$ cat config.mk
export PLATFORM = sky130hd
export DESIGN_NAME = ipr_regs
export DESIGN_NICKNAME = d
export VERILOG_FILES = /design/src/logic/ipr_pkg.sv /design/src/logic/ipr_regs.sv
export VERILOG_INCLUDE_DIRS = /design/src /design/src/logic
export SDC_FILE = /design/constraint.sdc
export NUM_CORES = 1
export LEC_CHECK = 0
export ABC_AREA = 1
export ABC_CLOCK_PERIOD_IN_PS = 4100
export BUFFER_PORTS_ARGS = -buffer_cell sky130_fd_sc_hd__buf_4
export CELL_PAD_IN_SITES_DETAIL_PLACEMENT = 2
export CELL_PAD_IN_SITES_GLOBAL_PLACEMENT = 2
export CORE_UTILIZATION = 28
export DETAILED_ROUTE_END_ITERATION = 12
export PLACE_DENSITY_LB_ADDON = 0.1
export SLEW_MARGIN = 20
export SYNTH_ARGS = -nofsm -noshare
export SYNTH_HDL_FRONTEND = slang
export SYNTH_SLANG_ARGS = --single-unit
$ cat constraint.sdc
create_clock -name aclk -period 4.1 [get_ports aclk]
set_input_delay 0.615 -clock aclk [delete_from_list [all_inputs] [get_ports aclk]]
set_output_delay 0.615 -clock aclk [all_outputs]
set_load 0.02 [all_outputs]
$ cat src/logic/ipr_defs.svh
`ifndef IPR_DEFS_SVH
`define IPR_DEFS_SVH

// ***************************
// register byte offsets
// ***************************
`define IPR_OFS_T6_DMA4_OC8 12'h000
`define IPR_OFS_T8_I2C2_T7 12'h004

// ***************************
// field positions (low bit of each 3-bit field)
// ***************************
`define IPR_FLD_W 3
`define IPR_POS_TIMER6 12
`define IPR_POS_DMA4 8
`define IPR_POS_OC8 0
`define IPR_POS_TIMER8 12
`define IPR_POS_I2C2_MST 8
`define IPR_POS_I2C2_SLV 4
`define IPR_POS_TIMER7 0

// ***************************
// reset value and disable code
// ***************************
`define IPR_PRIO_RESET 3'h4
`define IPR_PRIO_OFF 3'h0

// ***************************
// axi responses
// ***************************
`define IPR_RESP_OKAY 2'h0
`define IPR_RESP_SLVERR 2'h2

`endif

$ cat src/logic/ipr_pkg.sv
package ipr_pkg;
   typedef logic [2:0] ipr_prio_type;
   typedef enum logic [1:0] {IPR_IDLE, IPR_RESP} ipr_chan_type;
endpackage

$ cat src/logic/ipr_regs.sv
// Behaviour
// three-bit field, 7 highest, 1 lowest
// code 000 disables the source
// unassigned bits read zero, ignore writes
// first register 14-12 timer 6
// first register 10-8 dma channel 4 done
// first register 7-3 unused, 2-0 compare 8
// second register 14-12, 10-8, 2-0 fields
// second register 6-4 i2c slave, gaps unused
// every field resets to level 4
//
// Design decisions made here: the register addresses and the AXI4-Lite register port.
`include "ipr_defs.svh"

module ipr_regs #(
   parameter int ADDR_W = 12
) (
   // clock, reset, enable
   input wire logic aclk,
   input wire logic aresetn,
   input wire logic clk_en,
   // write address
   input wire logic [ADDR_W-1:0] s_axi_awaddr,
   input wire logic s_axi_awvalid,
   output logic s_axi_awready,
   // write data
   input wire logic [31:0] s_axi_wdata,
   input wire logic [3:0] s_axi_wstrb,
   input wire logic s_axi_wvalid,
   output logic s_axi_wready,
   // write response
   output logic [1:0] s_axi_bresp,
   output logic s_axi_bvalid,
   input wire logic s_axi_bready,
   // read address
   input wire logic [ADDR_W-1:0] s_axi_araddr,
   input wire logic s_axi_arvalid,
   output logic s_axi_arready,
   // read data
   output logic [31:0] s_axi_rdata,
   output logic [1:0] s_axi_rresp,
   output logic s_axi_rvalid,
   input wire logic s_axi_rready,
   // priority levels, each with its enable
   output ipr_pkg::ipr_prio_type timer6_prio,
   output ipr_pkg::ipr_prio_type dma_ch4_done_prio,
   output ipr_pkg::ipr_prio_type out_compare8_prio,
   output ipr_pkg::ipr_prio_type timer8_prio,
   output ipr_pkg::ipr_prio_type i2c_port2_master_prio,
   output ipr_pkg::ipr_prio_type i2c_port2_slave_prio,
   output ipr_pkg::ipr_prio_type timer7_prio,
   output logic [6:0] src_enable
);

   // the word index needs address bits above bit 1
   if (ADDR_W < 3) begin : g_addr_w_check
      $error("ADDR_W too small");
   end

   // ***************************
   // helpers
   // ***************************
   // byte-lane merge of one 3-bit field at a given low bit
   function automatic ipr_pkg::ipr_prio_type merge_fld(input ipr_pkg::ipr_prio_type old,
         input logic [31:0] data, input logic [3:0] strb, input int pos);
      logic [15:0] w;
      w = {13'h0000, old} << pos;
      if (strb[pos/8]) w = data[15:0];
      return w[pos +: `IPR_FLD_W];
   endfunction

   // nonzero code means the source may be presented
   function automatic logic prio_on(input ipr_pkg::ipr_prio_type p);
      return p != `IPR_PRIO_OFF;
   endfunction

   // word decode: byte lane bits below bit 2 are ignored
   function automatic logic addr_is(input logic [ADDR_W-1:0] a,
         input logic [ADDR_W-1:0] ofs);
      return a[ADDR_W-1:2] == ofs[ADDR_W-1:2];
   endfunction

   // ***************************
   // state
   // ***************************
   ipr_pkg::ipr_chan_type wr_q, wr_d, rd_q, rd_d;
   logic aw_got_q, aw_got_d, w_got_q, w_got_d;
   logic [ADDR_W-1:0] awaddr_q, awaddr_d;
   logic [31:0] wdata_q, wdata_d, rdata_q, rdata_d;
   logic [3:0] wstrb_q, wstrb_d;
   logic [1:0] bresp_q, bresp_d, rresp_q, rresp_d;
   ipr_pkg::ipr_prio_type t6_q, t6_d, dma4_q, dma4_d, oc8_q, oc8_d;
   ipr_pkg::ipr_prio_type t8_q, t8_d, mst_q, mst_d, slv_q, slv_d, t7_q, t7_d;
   logic [6:0] en_q, en_d;
   logic awready_q, awready_d, wready_q, wready_d, arready_q, arready_d;
   logic bvalid_q, bvalid_d, rvalid_q, rvalid_d;
   logic [15:0] reg0_v, reg1_v;

   // register images, unassigned bits tied low
   always_comb begin
      reg0_v = '0;
      reg0_v[`IPR_POS_TIMER6 +: `IPR_FLD_W] = t6_q;
      reg0_v[`IPR_POS_DMA4 +: `IPR_FLD_W] = dma4_q;
      reg0_v[`IPR_POS_OC8 +: `IPR_FLD_W] = oc8_q;
      reg1_v = '0;
      reg1_v[`IPR_POS_TIMER8 +: `IPR_FLD_W] = t8_q;
      reg1_v[`IPR_POS_I2C2_MST +: `IPR_FLD_W] = mst_q;
      reg1_v[`IPR_POS_I2C2_SLV +: `IPR_FLD_W] = slv_q;
      reg1_v[`IPR_POS_TIMER7 +: `IPR_FLD_W] = t7_q;
   end

   // ***************************
   // write channel and field storage
   // ***************************
   always_comb begin
      wr_d = wr_q;
      aw_got_d = aw_got_q;
      w_got_d = w_got_q;
      awaddr_d = awaddr_q;
      wdata_d = wdata_q;
      wstrb_d = wstrb_q;
      bresp_d = bresp_q;
      t6_d = t6_q;
      dma4_d = dma4_q;
      oc8_d = oc8_q;
      t8_d = t8_q;
      mst_d = mst_q;
      slv_d = slv_q;
      t7_d = t7_q;
      unique case (wr_q)
         ipr_pkg::IPR_IDLE: begin
            if (s_axi_awvalid && awready_q) begin
               aw_got_d = 1'b1;
               awaddr_d = s_axi_awaddr;
            end
            if (s_axi_wvalid && wready_q) begin
               w_got_d = 1'b1;
               wdata_d = s_axi_wdata;
               wstrb_d = s_axi_wstrb;
            end
            if (aw_got_q && w_got_q) begin
               // only field bits are stored; other bits are dropped here
               bresp_d = `IPR_RESP_OKAY;
               if (addr_is(awaddr_q, ADDR_W'(`IPR_OFS_T6_DMA4_OC8))) begin
                  t6_d = merge_fld(t6_q, wdata_q, wstrb_q, `IPR_POS_TIMER6);
                  dma4_d = merge_fld(dma4_q, wdata_q, wstrb_q, `IPR_POS_DMA4);
                  oc8_d = merge_fld(oc8_q, wdata_q, wstrb_q, `IPR_POS_OC8);
               end else if (addr_is(awaddr_q, ADDR_W'(`IPR_OFS_T8_I2C2_T7))) begin
                  t8_d = merge_fld(t8_q, wdata_q, wstrb_q, `IPR_POS_TIMER8);
                  mst_d = merge_fld(mst_q, wdata_q, wstrb_q, `IPR_POS_I2C2_MST);
                  slv_d = merge_fld(slv_q, wdata_q, wstrb_q, `IPR_POS_I2C2_SLV);
                  t7_d = merge_fld(t7_q, wdata_q, wstrb_q, `IPR_POS_TIMER7);
               end else begin
                  bresp_d = `IPR_RESP_SLVERR;
               end
               aw_got_d = 1'b0;
               w_got_d = 1'b0;
               wr_d = ipr_pkg::IPR_RESP;
            end
         end
         ipr_pkg::IPR_RESP: begin
            if (s_axi_bready) wr_d = ipr_pkg::IPR_IDLE;
         end
      endcase
      // ready only while nothing is held, so a held valid is never taken twice
      awready_d = wr_d == ipr_pkg::IPR_IDLE && !aw_got_d;
      wready_d = wr_d == ipr_pkg::IPR_IDLE && !w_got_d;
      bvalid_d = wr_d == ipr_pkg::IPR_RESP;
   end

   // ***************************
   // read channel
   // ***************************
   always_comb begin
      rd_d = rd_q;
      rdata_d = rdata_q;
      rresp_d = rresp_q;
      unique case (rd_q)
         ipr_pkg::IPR_IDLE: begin
            if (s_axi_arvalid && arready_q) begin
               rd_d = ipr_pkg::IPR_RESP;
               rresp_d = `IPR_RESP_OKAY;
               rdata_d = '0;
               if (addr_is(s_axi_araddr, ADDR_W'(`IPR_OFS_T6_DMA4_OC8)))
                  rdata_d = {16'h0000, reg0_v};
               else if (addr_is(s_axi_araddr, ADDR_W'(`IPR_OFS_T8_I2C2_T7)))
                  rdata_d = {16'h0000, reg1_v};
               else
                  rresp_d = `IPR_RESP_SLVERR;
            end
         end
         ipr_pkg::IPR_RESP: begin
            if (s_axi_rready) rd_d = ipr_pkg::IPR_IDLE;
         end
      endcase
      arready_d = rd_d == ipr_pkg::IPR_IDLE;
      rvalid_d = rd_d == ipr_pkg::IPR_RESP;
   end

   // field value passes through as the level, zero gates the source
   always_comb begin
      en_d = {prio_on(t6_d), prio_on(dma4_d), prio_on(oc8_d), prio_on(t8_d),
            prio_on(mst_d), prio_on(slv_d), prio_on(t7_d)};
   end

   // ***************************
   // registers
   // ***************************
   always_ff @(posedge aclk) begin
      if (!aresetn) begin
         wr_q <= ipr_pkg::IPR_IDLE;
         rd_q <= ipr_pkg::IPR_IDLE;
         aw_got_q <= 1'b0;
         w_got_q <= 1'b0;
         awaddr_q <= '0;
         wdata_q <= '0;
         wstrb_q <= '0;
         bresp_q <= `IPR_RESP_OKAY;
         rdata_q <= '0;
         rresp_q <= `IPR_RESP_OKAY;
         t6_q <= `IPR_PRIO_RESET;
         dma4_q <= `IPR_PRIO_RESET;
         oc8_q <= `IPR_PRIO_RESET;
         t8_q <= `IPR_PRIO_RESET;
         mst_q <= `IPR_PRIO_RESET;
         slv_q <= `IPR_PRIO_RESET;
         t7_q <= `IPR_PRIO_RESET;
         en_q <= '1;
         awready_q <= 1'b0;
         wready_q <= 1'b0;
         arready_q <= 1'b0;
         bvalid_q <= 1'b0;
         rvalid_q <= 1'b0;
      end else if (clk_en) begin
         wr_q <= wr_d;
         rd_q <= rd_d;
         aw_got_q <= aw_got_d;
         w_got_q <= w_got_d;
         awaddr_q <= awaddr_d;
         wdata_q <= wdata_d;
         wstrb_q <= wstrb_d;
         bresp_q <= bresp_d;
         rdata_q <= rdata_d;
         rresp_q <= rresp_d;
         t6_q <= t6_d;
         dma4_q <= dma4_d;
         oc8_q <= oc8_d;
         t8_q <= t8_d;
         mst_q <= mst_d;
         slv_q <= slv_d;
         t7_q <= t7_d;
         en_q <= en_d;
         // limitation: readies freeze too, so the bus must stay quiet while clk_en is low
         awready_q <= awready_d;
         wready_q <= wready_d;
         arready_q <= arready_d;
         bvalid_q <= bvalid_d;
         rvalid_q <= rvalid_d;
      end
   end

   assign s_axi_awready = awready_q;
   assign s_axi_wready = wready_q;
   assign s_axi_arready = arready_q;
   assign s_axi_bvalid = bvalid_q;
   assign s_axi_bresp = bresp_q;
   assign s_axi_rvalid = rvalid_q;
   assign s_axi_rdata = rdata_q;
   assign s_axi_rresp = rresp_q;
   assign timer6_prio = t6_q;
   assign dma_ch4_done_prio = dma4_q;
   assign out_compare8_prio = oc8_q;
   assign timer8_prio = t8_q;
   assign i2c_port2_master_prio = mst_q;
   assign i2c_port2_slave_prio = slv_q;
   assign timer7_prio = t7_q;
   assign src_enable = en_q;

endmodule

Word-level counts from Yosys, hierarchy flattened

Cells that the tools add are included.

Bits in writable memories: 0
Bits in registers: 104
Logic and storage cells: 104
ROM bits: 0
Latch bits: 0
Output and inout port bits: 69
Input bits: 68
Memories: 0

Div/mod/pow operators: 0
Bitwise operators: 0
Mux-type cells: 50
Multipliers: 0
$lt $le $gt $ge: 0
Reduce and logical (&&, ||, !) cells: 25
Add/subtract/negate cells: 0
Shifts and indexed selects: 0
Eq/ne operators: 6

Operators by type and width:

| kind                | number |
|---|---|
| $mux 3              | 27 |
| $mux 15             | 4 |
| $mux 11             | 2 |
| $reduce_bool 3->1   | 7 |
| $eq 10x1->1 const B | 2 |
| $logic_not 10->1    | 2 |
| $mux 2              | 8 |
| $reduce_and 3->1    | 4 |
| $eq 2x1->1 const B  | 4 |
| $logic_not 2->1     | 4 |
| $pmux 2 s2          | 2 |
| $mux 7              | 1 |
| $logic_and 1x1->1   | 6 |
| $mux 1              | 6 |
| $logic_not 1->1     | 2 |

Logic depth before layout (Yosys ltp)

Gate-level depths: netlist of run 1.

Depth after elaboration: 6
Mapped depth: 11
Gate-level depth less buffers: 11

Worst setup path before layout of run 1

No wires, ideal clock.

Kind: input port to flip-flop
Start: in s_axi_araddr[11]
End: reg rdata_q[14] (netlist: s_axi_rdata[14])
Arrival: 1.533 ns
Path slack: 2.510 ns
Library setup time: 0.057 ns
Required time: 4.043 ns
Path buffers: 1
Stages: 7
Cells stage by stage: or2_1 > nor3_4 > buf_6 > nand3_1 > nand3_1 > o211ai_1 > inv_1

Longest elaborated chain between the ends: 3
Elaborated cells on any way between the ends: 4
Those cells by class: eq/ne: 1; mux: 2; reduce/logical: 1

RTL lines:

| what                 | line            | RTL |
|---|---|---|
| start, declared      | ipr_regs.sv:36  | `input wire logic [ADDR_W-1:0] s_axi_araddr,` |
| $eq 10x1->1          | ipr_regs.sv:80  | `return a[ADDR_W-1:2] == ofs[ADDR_W-1:2];` |
| $mux 15              | ipr_regs.sv:186 | `` else if (addr_is(s_axi_araddr, ADDR_W'(`IPR_OFS_T8_I2C2_T7))) `` |
| $mux 15 (*)          | ipr_regs.sv:184 | `` if (addr_is(s_axi_araddr, ADDR_W'(`IPR_OFS_T6_DMA4_OC8))) `` |
| end signal, assigned | ipr_regs.sv:243 | `rdata_q <= rdata_d;` |
| end, declared        | ipr_regs.sv:89  | `logic [31:0] wdata_q, wdata_d, rdata_q, rdata_d;` |

Mark *: on every way between the ends. The rest lies on a longest branch, timed or not.
A chain may end at the register's enable or synchronous reset.

==> results of run 1 <==
## flip-flops by register name, summed over array words and instances (netlist names), 2 cells and up
name                   flops
wr_q                       2
wstrb_q                    2
i2c_port2_master_prio      3
rd_q                       2
i2c_port2_slave_prio       3
awaddr_q                  10
wdata_q                   12
timer7_prio                3
timer8_prio                3
s_axi_rdata               12
timer6_prio                3
src_enable                 7
dma_ch4_done_prio          3
out_compare8_prio          3
## cell usage after synthesis, drive strengths merged
cell type / instances / area (um2)
a211o: 1 / 8.76
a211oi: 1 / 7.51
a21o: 1 / 7.51
a21oi: 40 / 208
a31oi: 1 / 6.26
buf: 38 / 257
clkbuf: 5 / 20.0
clkinv: 1 / 3.75
conb: 1 / 3.75
dfxtp: 77 / 1540
inv: 67 / 251
nand2: 98 / 393
nand3: 29 / 168
nand4: 6 / 37.5
nor2: 80 / 370
nor3: 4 / 47.5
o211ai: 6 / 60.1
o21ai: 62 / 322
or2: 4 / 25.0
## path summary, 6_finish.rpt
| path | startpoint | slack (ns) | to |
|---|---|---|---|
| hold reg to reg | s_axi_rdata[5]$_SDFFE_PN0P_ | 0.47 | s_axi_rdata[5]$_SDFFE_PN0P_ |
| setup reg to reg | wr_q[0]$_SDFFE_PN0P_ | 2.28 | wdata_q[5]$_SDFFE_PN0P_ |
| setup / recovery | clk_en | 2.01 | s_axi_awready$_SDFFE_PN0P_ |
| hold / removal | s_axi_rdata[5]$_SDFFE_PN0P_ | 0.47 | s_axi_rdata[5]$_SDFFE_PN0P_ |
## per-layer routing
layer	wire length, um	vias to the layer above
met1	5640	1690
met2	5290	78
li1	-	1773
met4	163	0
met5	0	-
met3	419	11
## cell families after synthesis
group	count (synthesis)	synth area share, %
flops	77	41.2
simple gates	221	27.9
other cells	1	0.100
compound gates	112	16.6
buf+inv	111	14.2
## through the flow
step	std cells	utilization [%]	area, um2	setup WS (ns)
CTS	776	36.5	4680	1.97
detailed placement	761	34.5	4420	1.61
global placement	761	34.5	4420	1.68
floorplan	543	-	3820	2.51
global route	776	36.5	4680	1.76
finish	776	36.5	4680	2.01
## worst min-delay path: stages (launching register included)
cell and delay, ns:
sky130_fd_sc_hd__dfxtp_1 0.31, sky130_fd_sc_hd__nand2_1 0.06, sky130_fd_sc_hd__a21oi_1 0.06
## area by class of cell
class / instances / area [um2] / share of cell area (%)
clock buffer: 13 / 250 / 5.34
multi-input combinational: 355 / 1740 / 37.2
tap: 172 / 215 / 4.60
sequential: 77 / 1540 / 32.9
inverter: 68 / 255 / 5.45
timing repair buffer: 89 / 668 / 14.3
clock inverter: 2 / 10.0 / 0.214
## where the power goes
group | switching (mW) | total [mW] | internal, mW | leakage (nW)
clock | 0.304 | 0.726 | 0.422 | 0.129
sequential | 0.0314 | 0.815 | 0.784 | 0.630
combinational | 0.172 | 0.272 | 0.100 | 1.51
==> impl_metrics.toml, run 1 <==
[timing]
fin_crit_sh_pct = 50.9
min_tclk_post_route_ns = 2.09
max_slew_margin_pct = 28.5
fmax_mhz = 479
drv_slew = 0
setup_viol = 0
fin_worst_hold_slack_ns = 0.468
totalNegativeSetupSlack_ns = 0
max_slew.worst_pin.slew_ns = 1.07
finalClockSkew_ns = 0.0113
unrepaired_setup_endpoints_after_global_routing = "no"
report.final.hold_viol_count = 0

[grt]
first_global_vias = 3758
grt_use_met2_pct = 28.5
grtUsageMet3_pct = 3.05
grt_first_pass_wirelength_um = 19000
grt_remaining_overflow = 0
grt_antenna_before_repair = 0
grt_usage_pct = 17.3
grt_max_degree = 49
globalRoute.busiestLayer = "met2"
grt.met1_usage_pct = 22.6

[clock_network]
clk_transition_reported_paths_ns = 0.06
cts-buffers-inserted = 9
cts_tree = "done"
h-tree-depth = 3
clk_path_buf_depth = 2
cts_root_buf = "sky130_fd_sc_hd__clkbuf_16"
cts_post_setup_buffers_inserted = 0
ctsHoldBuffers = 0
cts_resized = 0
clock_latency_ns = 0.34
numClockSinks = 77

[drt]
wire_per_inst_um = 14.8
route.final.wire_length_um = 11500
detail_route.drc_violations = 0
detail_route.iter0.violations = 97
vias = 3552
drt_first_pass_iters = 4
detail_route.vias_per_cell = 4.58
detail-route-antenna-nets = 0

[power_and_ir_drop]
powerDensity_mw_per_mm2 = 387
worst_ir_drop_vdd_v = 0.000146
totalPowerFinal_mw = 1.81
cellLeakagePower_nw = 2.26

[floorplanning]
fp.dieArea_mm2 = 0.0138
die_width_um = 118
die_h_um = 118
io_pins = 137
fp-row-count = 41
initial_core_util_pct = 29.1
fp.coreArea_mm2 = 0.0128

[synth]
synthesis.area_mm2 = 0.00374
synth_warnings = 0
ys_types = 36
ys_seq_area_share_pct = 41.2
postSynthAreaPerCell_um2 = 7.16
synth.ff_latch_count = 77
postSynthCellCount = 522

[setup_path]
crit_fanout = 48
critical_path_buf_inv_count = 2
timing.critical_path.max_delay_family = "buffers and inverters"
critPathMaxStageDelay_ns = 0.51
worst_setup_path_category = "input pin to flop"
reg2reg_depth = 7
number_of_stages_on_the_worst_setup_path = 6
crit_path_max_delay_cell_type = "sky130_fd_sc_hd__inv_1"
crit_chain = "buf_4 -> inv_1 -> a211o_1 -> nor2_1 -> nand2_1 -> a21oi_1"
critical_path.endpoint_type = "flop"
worst-endpoint-arrival_ns = 2.34
worst_ep_required_time_ns = 4.35
setup.worst_path.start_class = "input pin"

[hold_path]
hold_path_class = "flop to flop"
min_path_cells = 2

[layout]
antenna_cells_inserted = 0
nets = 668
final_cell_mix = "92 x sky130_fd_sc_hd__nand2_1, 89 x sky130_fd_sc_hd__buf_4, 77 x sky130_fd_sc_hd__dfxtp_1"
final_common_cell = "sky130_fd_sc_hd__nand2_1"
area_delta_synth_final_pct = 25.3
filler_cell_count = 1505
drive_above_1_share_pct = 21.7

[run_status]
result_of_the_run = "complete, no violations"

[placed_design]
dp_hpwl_um = 8690
globalplace.congestion = 0.711
placement.io_buffers = 88

[flow_run]
maxCapViolCount = 0
Power figures use the tool's default switching activity.
==> inputs of run 2 (changes only) <==
Settings changed: ABC_CLOCK_PERIOD_IN_PS 4100 to 2060, CORE_UTILIZATION 28 to 26.
Clock period 4.1 ns to 2.06 ns, I/O delays scaled along.
==> impl_metrics.toml, run 2 (synthesized netlist as in run 1, its figures left out) <==
[run_status]
result_of_the_run = "complete, no violations"

[setup_path]
setup.worst_path.start_class = "flop"
crit_fanout = 12
cp-startpoint = "wr_q[0]$_SDFFE_PN0P_"
worst_setup_path_category = "flop to flop"
crit-reg2reg-launch = "wr_q[0]$_SDFFE_PN0P_"
cp_common_cell = "sky130_fd_sc_hd__nor2_1"
crit_path_max_delay_cell_type = "sky130_fd_sc_hd__dfxtp_1"
critPathMaxStageDelay_ns = 0.46
worst_ep_required_time_ns = 2.29
critical_path.endpoint_type = "flop"
worst-endpoint-arrival_ns = 1.90
crit_chain = "nor2_1 -> inv_1 -> nor2_1 -> nand2_1 -> clkinv_1 -> nor2_1 -> nor2_1"

[clock_network]
ctsHoldBuffers = 0
cts_tree = "done"
clk_transition_reported_paths_ns = 0.06
cts_root_buf = "sky130_fd_sc_hd__clkbuf_16"
cts-buffers-inserted = 9
clock_latency_ns = 0.34
h-tree-depth = 3
numClockSinks = 77
clk_path_buf_depth = 2
cts_post_setup_buffers_inserted = 0
cts_resized = 0

[grt]
grt_remaining_overflow = 0
grt_first_pass_wirelength_um = 18700
grt_antenna_before_repair = 0
grt_max_degree = 41
first_global_vias = 3600
grt_usage_pct = 16.6

[floorplanning]
die_width_um = 122
io_pins = 137
initial_core_util_pct = 26.8
fp.dieArea_mm2 = 0.0149
die_h_um = 122
fp.coreArea_mm2 = 0.0139
fp-row-count = 43

[timing]
drv_slew = 0
report.final.hold_viol_count = 0
unrepaired_setup_endpoints_after_global_routing = "no"
totalNegativeSetupSlack_ns = 0
post-route-worst-setup-slack_ns = 0.391
finalClockSkew_ns = 0.00340
fmax_mhz = 599
fin_crit_sh_pct = 81.0
setup_viol = 0
min_tclk_post_route_ns = 1.67

[layout]
area_delta_synth_final_pct = 27.6
nets = 677
final_common_cell = "sky130_fd_sc_hd__buf_4"
final_cell_mix = "98 x sky130_fd_sc_hd__buf_4, 92 x sky130_fd_sc_hd__nand2_1, 77 x sky130_fd_sc_hd__dfxtp_1"
filler_cell_count = 1657
ff_latch_area_mm2 = 0.00154
antenna_cells_inserted = 0
drive_above_1_share_pct = 23.0
multi_input_area_mm2 = 0.00174

[hold_path]
worstHoldStart = "s_axi_awaddr[4]"
hold_path_class = "input pin to flop"

[drt]
vias = 3565
drt_first_pass_iters = 4
detail-route-antenna-nets = 0
wire_per_inst_um = 14.4
route.final.wire_length_um = 11400
detail_route.vias_per_cell = 4.50
detail_route.drc_violations = 0
detail_route.iter0.violations = 141

[placed_design]
dp_hpwl_um = 8750
globalplace.congestion = 0.726
pre_cts_slack_ns = 0.342
placement.io_buffers = 88

[power_and_ir_drop]
worst_ir_drop_vdd_v = 0.000315
cellLeakagePower_nw = 2.31
powerDensity_mw_per_mm2 = 762

[flow_run]
maxCapViolCount = 0
-- run 2: power breakdown --
part	internal, mW	switching [mW]	total [mW]
clock	0.864	0.600	1.46
combinational	0.207	0.342	0.549
sequential	1.56	0.0601	1.62
-- run 2: area by class of cell --
cell class,count,area share [%]
clock buffer,12,5.38
clock inverter,2,0.210
tap,180,4.72
multi-input combinational,355,36.6
inverter,68,5.35
sequential,77,32.3
timing repair buffer,98,15.4
-- run 2: per-layer routing --
metal	global-route usage [%]	share of wire [%]	vias to the layer above
met5	0	0	-
met4	6.71	1.5	0
met3	2.81	4.2	11
met2	26.0	45	80
met1	22.4	49	1688
li1	-	-	1786
-- run 2: final timing paths --
| kind | slack [ns] | cells past startpoint | to |
|---|---|---|---|
| worst min register to register | 0.47 | 2 | wdata_q[4]$_SDFFE_PN0P_ |
| worst max register to register | 0.39 | 7 | awaddr_q[9]$_SDFFE_PN0P_ |
| worst min-delay path | 0.23 | 3 | awaddr_q[4]$_SDFFE_PN0P_ |
| worst max-delay path | 0.39 | 7 | awaddr_q[9]$_SDFFE_PN0P_ |
-- run 2: stage by stage --
step,utilization (%),hold WS (ns),area (um2),instances,power (mW)
detailed placement,32.3,0.463,4500,778,2.21
finish,34.2,0.232,4770,792,3.63
global route,34.2,0.241,4770,792,3.83
global placement,32.3,0.447,4500,778,2.19
CTS,34.2,0.224,4770,792,3.70
floorplan,-,0.430,3820,543,2.01
-- run 2: critical path, delay by kind of cell (launching register included) --
kind                   cells  cell delay [ns]
buffers and inverters      2             0.44
DFF                        1             0.46
and+or+nand+nor            5             0.66
